[src/logic/mio_pkg.sv]
// constants for the motion io port block
// assumes a single 100 MHz clock domain
package mio_pkg;
  localparam int NUM_IN = 4;
  localparam int NUM_OUT = 2;
  localparam int FUNC_W = 3;
  // input function codes
  localparam logic [2:0] FN_USER = 3'h0;
  localparam logic [2:0] FN_HOME = 3'h1;
  localparam logic [2:0] FN_GO = 3'h2;
  localparam logic [2:0] FN_STOP = 3'h3;
  localparam logic [2:0] FN_JOG_POS = 3'h4;
  localparam logic [2:0] FN_JOG_NEG = 3'h5;
  localparam logic [2:0] FN_LIM_POS = 3'h6;
  localparam logic [2:0] FN_LIM_NEG = 3'h7;
  // register offsets
  localparam logic [3:0] REG_FUNC = 4'h0;
  localparam logic [3:0] REG_IN_RAW = 4'h1;
  localparam logic [3:0] REG_OUT = 4'h2;
  localparam logic [3:0] REG_STATUS = 4'h3;
  localparam logic [3:0] REG_PROG = 4'h4;
  // field positions
  localparam int FUNC_FIELD_W = 3;
  localparam int ST_RUN = 0;
  localparam int ST_STOP = 1;
  localparam int ST_JOG_P = 2;
  localparam int ST_JOG_N = 3;
  localparam int ST_LIM_P = 4;
  localparam int ST_LIM_N = 5;
  localparam int ST_HOME = 6;
  localparam int PROG_CMD_RUN = 0;
  localparam int PROG_CMD_END = 1;
  localparam int PROG_CMD_OUTRD = 2;
  // reset values
  localparam logic [11:0] FUNC_RST = 12'h000;
  localparam logic [1:0] OUT_RST = 2'h0;
  localparam logic [11:0] START_ADDR = 12'h000;
endpackage : mio_pkg

[src/logic/mio_port.sv]
// input/output port logic of a stepper driver: four inputs with eight input functions, two outputs
// assumes pins arrive asynchronous; motion engine and sequencer sit on this clock
//
// The implementer's own choices: the placing of the registers and the strobed register port.
`timescale 1ns/1ns
module mio_port #(
  parameter int ADDR_W = 4
) (
  input wire logic clk_sys_i,
  input wire logic reset_n_i,
  input wire logic [ADDR_W-1:0] reg_addr_i,
  input wire logic [31:0] reg_wdata_i,
  input wire logic reg_wr_i,
  input wire logic reg_rd_i,
  output logic [31:0] reg_rdata_o,
  input wire logic [mio_pkg::NUM_IN-1:0] input_pins_n_i,
  output logic [mio_pkg::NUM_OUT-1:0] out_pins_o,
  output logic [mio_pkg::NUM_OUT-1:0] out_pins_oe_n_o,
  input wire logic prog_done_i,
  input wire logic prog_out_wr_i,
  input wire logic [mio_pkg::NUM_OUT-1:0] prog_out_data_i,
  input wire logic move_req_pos_i,
  input wire logic move_req_neg_i,
  output logic [mio_pkg::NUM_IN-1:0] branch_inputs_o,
  output logic prog_start_o,
  output logic [11:0] prog_start_addr_o,
  output logic prog_abort_o,
  output logic prog_running_o,
  output logic decel_stop_o,
  output logic jog_pos_o,
  output logic jog_neg_o,
  output logic motion_abort_o,
  output logic move_pos_allow_o,
  output logic move_neg_allow_o,
  output logic home_switch_o
);

  localparam int NI = mio_pkg::NUM_IN;
  localparam int NO = mio_pkg::NUM_OUT;

  typedef struct packed {
    logic [NI-1:0] sync1;
    logic [NI-1:0] sync2;
    logic [NI-1:0] sync3;
    logic [NI-1:0] act;
    logic [NI*3-1:0] func;
    logic [NO-1:0] outs;
    logic run;
    logic go_prev;
    logic start;
    logic [31:0] rdata;
  } mio_state_s;

  mio_state_s st;
  mio_state_s next_st;

  // true when any input with the given function is active
  function automatic logic mio_func_active(input logic [NI*3-1:0] fn,
                                           input logic [NI-1:0] act,
                                           input logic [2:0] code);
    logic hit;
    hit = 1'b0;
    for (int i = 0; i < NI; i++) begin
      if (fn[i*3 +: 3] == code && act[i]) begin
        hit = 1'b1;
      end
    end
    return hit;
  endfunction : mio_func_active

  logic stop_act;
  logic jog_p_act;
  logic jog_n_act;
  logic lim_p_act;
  logic lim_n_act;
  logic home_act;
  logic go_act;

  always_comb begin
    stop_act = mio_func_active(st.func, st.act, mio_pkg::FN_STOP);
    jog_p_act = mio_func_active(st.func, st.act, mio_pkg::FN_JOG_POS);
    jog_n_act = mio_func_active(st.func, st.act, mio_pkg::FN_JOG_NEG);
    lim_p_act = mio_func_active(st.func, st.act, mio_pkg::FN_LIM_POS);
    lim_n_act = mio_func_active(st.func, st.act, mio_pkg::FN_LIM_NEG);
    home_act = mio_func_active(st.func, st.act, mio_pkg::FN_HOME);
    go_act = mio_func_active(st.func, st.act, mio_pkg::FN_GO);
  end

  always_comb begin
    next_st = st;
    next_st.start = 1'b0;
    // three-stage sampler; change accepted once stages two and three agree
    next_st.sync1 = ~input_pins_n_i;
    next_st.sync2 = st.sync1;
    next_st.sync3 = st.sync2;
    for (int i = 0; i < NI; i++) begin
      if (st.sync2[i] == st.sync3[i]) begin
        next_st.act[i] = st.sync3[i];
      end
    end
    // go only acts on a rising edge and only outside program mode
    next_st.go_prev = go_act;
    if (go_act && !st.go_prev && !st.run) begin
      next_st.run = 1'b1;
      next_st.start = 1'b1;
    end
    if (st.run && (prog_done_i || stop_act || jog_p_act || jog_n_act)) begin
      next_st.run = 1'b0;
    end
    if (reg_wr_i) begin
      case (reg_addr_i)
        mio_pkg::REG_FUNC: next_st.func = reg_wdata_i[NI*3-1:0];
        mio_pkg::REG_OUT: next_st.outs = reg_wdata_i[NO-1:0];
        mio_pkg::REG_PROG: begin
          if (reg_wdata_i[mio_pkg::PROG_CMD_RUN] && !st.run) begin
            next_st.run = 1'b1;
            next_st.start = 1'b1;
          end
          if (reg_wdata_i[mio_pkg::PROG_CMD_END]) begin
            next_st.run = 1'b0;
          end
        end
        default: begin
        end
      endcase
    end
    // program sequencer writes outputs only in program mode
    if (prog_out_wr_i && st.run) begin
      next_st.outs = prog_out_data_i;
    end
    next_st.rdata = 32'h0000_0000;
    if (reg_rd_i) begin
      case (reg_addr_i)
        mio_pkg::REG_FUNC: next_st.rdata[NI*3-1:0] = st.func;
        mio_pkg::REG_IN_RAW: next_st.rdata[NI-1:0] = st.act;
        mio_pkg::REG_OUT: begin
          // readback refused while a program runs; reads zero then
          if (!st.run) begin
            next_st.rdata[NO-1:0] = st.outs;
          end
        end
        mio_pkg::REG_STATUS: begin
          next_st.rdata[mio_pkg::ST_RUN] = st.run;
          next_st.rdata[mio_pkg::ST_STOP] = stop_act;
          next_st.rdata[mio_pkg::ST_JOG_P] = jog_p_act;
          next_st.rdata[mio_pkg::ST_JOG_N] = jog_n_act;
          next_st.rdata[mio_pkg::ST_LIM_P] = lim_p_act;
          next_st.rdata[mio_pkg::ST_LIM_N] = lim_n_act;
          next_st.rdata[mio_pkg::ST_HOME] = home_act;
        end
        mio_pkg::REG_PROG: next_st.rdata[mio_pkg::PROG_CMD_RUN] = st.run;
        default: next_st.rdata = 32'h0000_0000;
      endcase
    end
  end

  always_ff @(posedge clk_sys_i or negedge reset_n_i) begin
    if (!reset_n_i) begin
      st.sync1 <= '0;
      st.sync2 <= '0;
      st.sync3 <= '0;
      st.act <= '0;
      st.func <= mio_pkg::FUNC_RST;
      st.outs <= mio_pkg::OUT_RST;
      st.run <= 1'b0;
      // go held at reset must not start a program at once
      st.go_prev <= 1'b1;
      st.start <= 1'b0;
      st.rdata <= 32'h0000_0000;
    end else begin
      st <= next_st;
    end
  end

  assign reg_rdata_o = st.rdata;
  // open collector: drive low when bit is one, otherwise release
  assign out_pins_o = '0;
  assign out_pins_oe_n_o = ~st.outs;
  assign branch_inputs_o = st.act;
  assign prog_start_o = st.start;
  assign prog_start_addr_o = mio_pkg::START_ADDR;
  assign prog_running_o = st.run;
  assign prog_abort_o = st.run && (stop_act || jog_p_act || jog_n_act);
  assign decel_stop_o = stop_act;
  // stop overrides jog so the decelerated halt is never fought
  assign jog_pos_o = jog_p_act && !stop_act && !lim_p_act;
  assign jog_neg_o = jog_n_act && !stop_act && !lim_n_act;
  assign motion_abort_o = jog_p_act || jog_n_act;
  assign move_pos_allow_o = !lim_p_act && !(move_req_pos_i && stop_act);
  assign move_neg_allow_o = !lim_n_act && !(move_req_neg_i && stop_act);
  assign home_switch_o = home_act;

endmodule : mio_port

[config.mk]
export PLATFORM = sky130hd
export DESIGN_NAME = mio_port
export DESIGN_NICKNAME = d
export VERILOG_FILES = /design/src/logic/mio_pkg.sv /design/src/logic/mio_port.sv
export SDC_FILE = /design/constraint.sdc
export NUM_CORES = 1
export LEC_CHECK = 0
export BUFFER_PORTS_ARGS = -buffer_cell sky130_fd_sc_hd__buf_2
export CORE_AREA = 4 4 80 82
export DETAILED_ROUTE_END_ITERATION = 8
export DIE_AREA = 0 0 84 86
export PLACE_DENSITY = 0.71
export SYNTH_ARGS = -nofsm -noshare
export SYNTH_HDL_FRONTEND = slang
export SYNTH_SLANG_ARGS = --single-unit
[constraint.sdc]
create_clock -name clk_sys_i -period 2.85 [get_ports clk_sys_i]
set_clock_uncertainty 0.15 [all_clocks]
set_input_delay 0.57 -clock clk_sys_i [delete_from_list [all_inputs] [get_ports clk_sys_i]]
set_output_delay 0.57 -clock clk_sys_i [all_outputs]
set_load 0.1 [all_outputs]
* Yosys cells after proc, flatten, opt, wreduce, memory -nomap -nowiden
Cells that the tools add are included.
** Cells by class
- Eq/ne operators :: 36
- Muxes and demuxes :: 47
- Bitwise gates (word level) :: 2
- Reductions and logical operators :: 61
** Operators by type and width (count)
- $eq 3x3->1 const B :: 16
- $logic_and 1x1->1 :: 42
- $mux 1 :: 37
- $eq 3x2->1 const B :: 8
- $eq 3x1->1 const B :: 4
- $mux 12 :: 1
- $eq 4x2->1 const B :: 2
- $pmux 1 s4 :: 2
- $logic_not 1->1 :: 7
- $logic_or 1x1->1 :: 6
- $mux 2 :: 3
- $pmux 2 s3 :: 1
- $pmux 3 s2 :: 1
- $mux 5 :: 1
- $eq 1x1->1 :: 4
- $eq 4x1->1 const B :: 1
- $eq 4x3->1 const B :: 1
- $logic_not 4->1 :: 1
- $not 4->4 :: 1
- $reduce_and 2->1 :: 2
- $reduce_bool 2->1 :: 2
- $mux 3 :: 1
- $not 2->2 :: 1
- $reduce_or 2->1 :: 1
** Word-level totals
- Bits in registers :: 65
- Input bits :: 50
- Word-level logic and storage cells :: 159

* Logic depth before layout (Yosys ltp)
- Depth in word-level cells :: 16
- Gate-level depth with buffers :: 7

* Least setup slack after synthesis
No wires, ideal clock.
- Path kind :: reg2out
- Start point :: register st (netlist bit branch_inputs_o[2])
- End point :: output jog_neg_o
- Arrival time :: 3.163 ns
- Data required time :: 2.130 ns
- Path slack :: -1.033 ns
- Stages on the path, launching flop included :: 7
- Path buffers :: 2
- Path through :: dfrtp_1 -> buf_2 -> nand4b_1 -> nand3_1 -> a31o_2 -> buf_6 -> nor3_1
** On the way
- Cells in the longest elaborated chain, start to end :: 6
** Ends and longest elaborated chain
- start, declared :: RTL line mio_port.sv:54 : mio_state_s st;
- start signal, assigned :: RTL line mio_port.sv:171 : st <= next_st;
- $logic_and 1x1->1 :: RTL line mio_port.sv:64 : if (fn[i*3 +: 3] == code && act[i]) begin
- $mux 1 (2 in series) :: RTL line mio_port.sv:64
- net decel_stop_o :: RTL line mio_port.sv:29 : output logic decel_stop_o,
- $logic_not 1->1 :: RTL line mio_port.sv:187 : assign jog_neg_o = jog_n_act && !stop_act && !lim_n_act;
- $logic_and 1x1->1 (2 in series) :: RTL line mio_port.sv:187
- end, declared :: RTL line mio_port.sv:31 : output logic jog_neg_o,
The timed path passes the listed nets, and every way through them passes these cells.

* Final worst setup path
- Start point :: register st[37] (netlist bit)
- End point :: output prog_abort_o
** On the way
- Cells in the longest elaborated chain, start to end :: 9
** Ends and longest elaborated chain
- $eq 3x2->1 or $eq 3x3->1 (tied branches) :: RTL line mio_port.sv:64
- $logic_and 1x1->1 :: RTL line mio_port.sv:64
- $mux 1 (4 in series) :: RTL line mio_port.sv:64
- $logic_or 1x1->1 :: RTL line mio_port.sv:183 : assign prog_abort_o = st.run && (stop_act || jog_p_act || jog_n_act);
- $logic_or 1x1->1 * :: RTL line mio_port.sv:183
- $logic_and 1x1->1 * :: RTL line mio_port.sv:183
- end, declared :: RTL line mio_port.sv:27 : output logic prog_abort_o,
Mark *: on every way between the ends. The rest lies on a longest branch, timed or not.

==> impl_metrics.tcl <==
set metrics [dict create \
    powerDensity_nw_per_um2 934.5 \
    num_antenna_cells 0 \
    placement_rows 28 \
    run_status "completed" \
    grt_usage 0.1336 \
    port_buffers 57 \
    ys_seq_area_frac 0.4541 \
    post_cts_resized 0 \
    grt_max_degree 46 \
    syn_area_um2 2482 \
    pin_count 112 \
    critPathMaxStageDelay_ns 0.50 \
    vias 1665 \
    final_hold_viol_count 0 \
    wl_per_cell_um 13.62 \
    die_width_um 84 \
    synth_seq_cells 45 \
    maxCapViolCount 0 \
    synth_cells 234 \
    cts_hold_buf 0 \
    r2r_slack_ns 1.06 \
    synth_xor_area_frac 0 \
    path_cells "and4bb_1, nor4_4, nand2_2, o21a_2, buf_2" \
    rsz0062_at_grt "no" \
    place_ws_ns 0.4871 \
    root_buffer "clkbuf_8" \
    tightest_slew_ns 0.9450 \
    hp-class "reg -> reg" \
    antenna_found_initial 0 \
    dr.pass1.iters 4 \
    die-area_um2 7224 \
    fp.coreArea_um2 5746 \
    worstSetupStartpointType "flip-flop" \
    tritoncts "built" \
    drv_slew 0 \
    grt-ovfl-total 0 \
    period_minus_slack_ns 2.698 \
    synth.area.mux_share 0.06653 \
    synth.avg_cell_area_um2 10.61 \
    synth-async-reset-ratio 1.000 \
    ir_drop_mv 0.5531 \
    synth_top_family_by_area "simple AND/OR/NAND/NOR gates" \
    grt_pass1_vias 1603 \
    cts_setup_buffers 0 \
    setup_viol 0 \
    leakage_nw 1.333 \
    synth_fa_ha_area_frac 0.01613 \
    cp_num_buf_inv 1 \
    first_iter_violations 109 \
    power_mw 2.506 \
    end_kind "output port" \
    min_to "next_st[53]" \
    slew_headroom 0.3700 \
    crit_type "reg -> out" \
    fp.dieH_um 86 \
    nNetsFinal 321 \
    cpMaxStageDelayCell "dfrtp_1" \
    start_util 0.4321 \
    synth_compound_gate_area_share 0.07208 \
    hpwl_um 3571 \
    place_congestion 0.8310 \
    min-delay-start "next_st[57]" \
    max_freq_mhz 370.6 \
    drc 0 \
    tns_ns 0 \
    grt_pass1_wl_um 7707 \
    wl_um 4726 \
    setup_slack_ns 0.1515 \
    rr_endpoint "prog_running_o" \
    finalCritPeriodShare 0.9468 \
    ys.warnings.count 0 \
    htreeDepth 2 \
    clockBufferDepth 2 \
    drive_gt1_frac 0.3456 \
    r2r_cells 5 \
    cts_buffers 5 \
    crit_family "simple AND/OR/NAND/NOR gates" \
    antenna_left 0 \
    synth-edff-count 0 \
    worstPathRequired_ns 2.13 \
    cts.sinks 45 \
    cp.arrival_ns 1.98 \
    syn2layout_area_growth_pct 8.014 \
    clk_pin_slew_worst_paths_ns 0.08 \
    viasPerCell 4.798 \
    worstSkewPairLatency_ns 0.30 \
    crit_fanout 9 \
    yosys.area_share.simple 0.1956 \
    r2r_start "st[37]" \
    ys.flop_type "dfrtp_1" \
    hold_path_depth 0 \
    ys_types 46 \
    dpl-instance-area_um2 2570 \
    stdcell_area_um2 2681 \
]
-- flip-flops by register name, indices dropped and copies added, names as in the netlist --
| name | cells |
|---|---|
| st | 19 |
| prog_start_o | 1 |
| reg_rdata_o | 12 |
| next_st | 8 |
| prog_running_o | 1 |
| branch_inputs_o | 4 |
-- worst max path at each step --
stage                       start          endpoint  slack (ns)  cells after the start
2_1_floorplan  branch_inputs_o[2]  move_neg_allow_o       -0.45                      6
3_3_place_gp               st[37]      prog_abort_o        0.49                      5
3_5_place_dp               st[37]      prog_abort_o        0.49                      5
4_1_cts                    st[37]      prog_abort_o        0.15                      5
5_1_grt                    st[44]      prog_abort_o        0.02                      6
6_report                   st[37]      prog_abort_o        0.15                      5
-- routing by layer --
layer | GRT usage | vias to the layer above | routed length, um
met2 | 0.2234 | 69 | 2372
met5 | 0 | - | 0
met3 | 0.04611 | 8 | 361
li1 | - | 809 | -
met4 | 0.05263 | 0 | 78
met1 | 0.1586 | 779 | 1913
-- synthesized netlist by cell type (5+ instances only) --
cell | instances | area (um2)
nand2_1 | 10 | 37.54
buf_4 | 52 | 390.4
nand3_1 | 9 | 45.04
mux2_2 | 12 | 135.1
nor2_1 | 11 | 41.29
and2_1 | 5 | 31.28
inv_1 | 10 | 37.54
nand4_1 | 5 | 31.28
buf_2 | 5 | 25.02
nand4b_1 | 10 | 87.58
a21oi_1 | 9 | 45.04
dfrtp_1 | 44 | 1101
-- worst reg2reg max path, cell delays in order (launching register included) --
cell	delay, ns
dfrtp_1	0.50
and4bb_1	0.28
nor4_4	0.32
buf_4	0.18
nand4b_1	0.12
a22oi_2	0.17
-- through the flow --
| step | instances | util | hold slack (ns) |
|---|---|---|---|
| after global placement | 339 | 0.4473 | 0.1819 |
| after floorplan | 267 | - | 0.1244 |
| final | 347 | 0.4667 | 0.2042 |
| after CTS | 347 | 0.4667 | 0.2073 |
| after global routing | 347 | 0.4667 | 0.2103 |
| after detailed placement | 339 | 0.4473 | 0.1887 |
-- area by class of cell --
class,instances,area [um2]
Fill cell,571,3064
Sequential cell,45,1127
Multi-Input combinational cell,150,1011
Timing Repair Buffer,59,300.3
Tap cell,75,93.84
Clock buffer,6,72.57
Clock inverter,2,38.79
Inverter,10,37.54
-- cell families (layout without fill, tap and decap cells) --
logic type,count (synthesis),after routing
AOI/OAI and AO/OA,26,26
adders and majority gates,4,4
buffers and inverters,72,77
muxes,15,15
DFF,45,45
other,1,34
and+or+nand+nor,71,71
-- cells in the final DEF (no fill, tap or decap), types with 2 or more instances in the layout --
master	n
nand4_1	5
and4bb_1	4
conb_1	34
inv_1	10
a32oi_1	2
nand4b_1	10
maj3_1	4
buf_2	57
clkbuf_8	5
a21oi_1	9
mux2i_1	3
and4bb_2	4
nand3_1	9
o211ai_1	2
mux2_2	12
buf_4	2
a31oi_1	2
and2_1	5
nor3_2	2
nand2_1	9
dfrtp_1	44
nor2_1	11
-- report_power, final --
part           total (mW)  switching [mW]  internal, mW
clock               0.474           0.211         0.263
sequential          0.862           0.134         0.729
combinational        1.17           0.941         0.229
No activity file was read; power rests on OpenSTA's default activity.
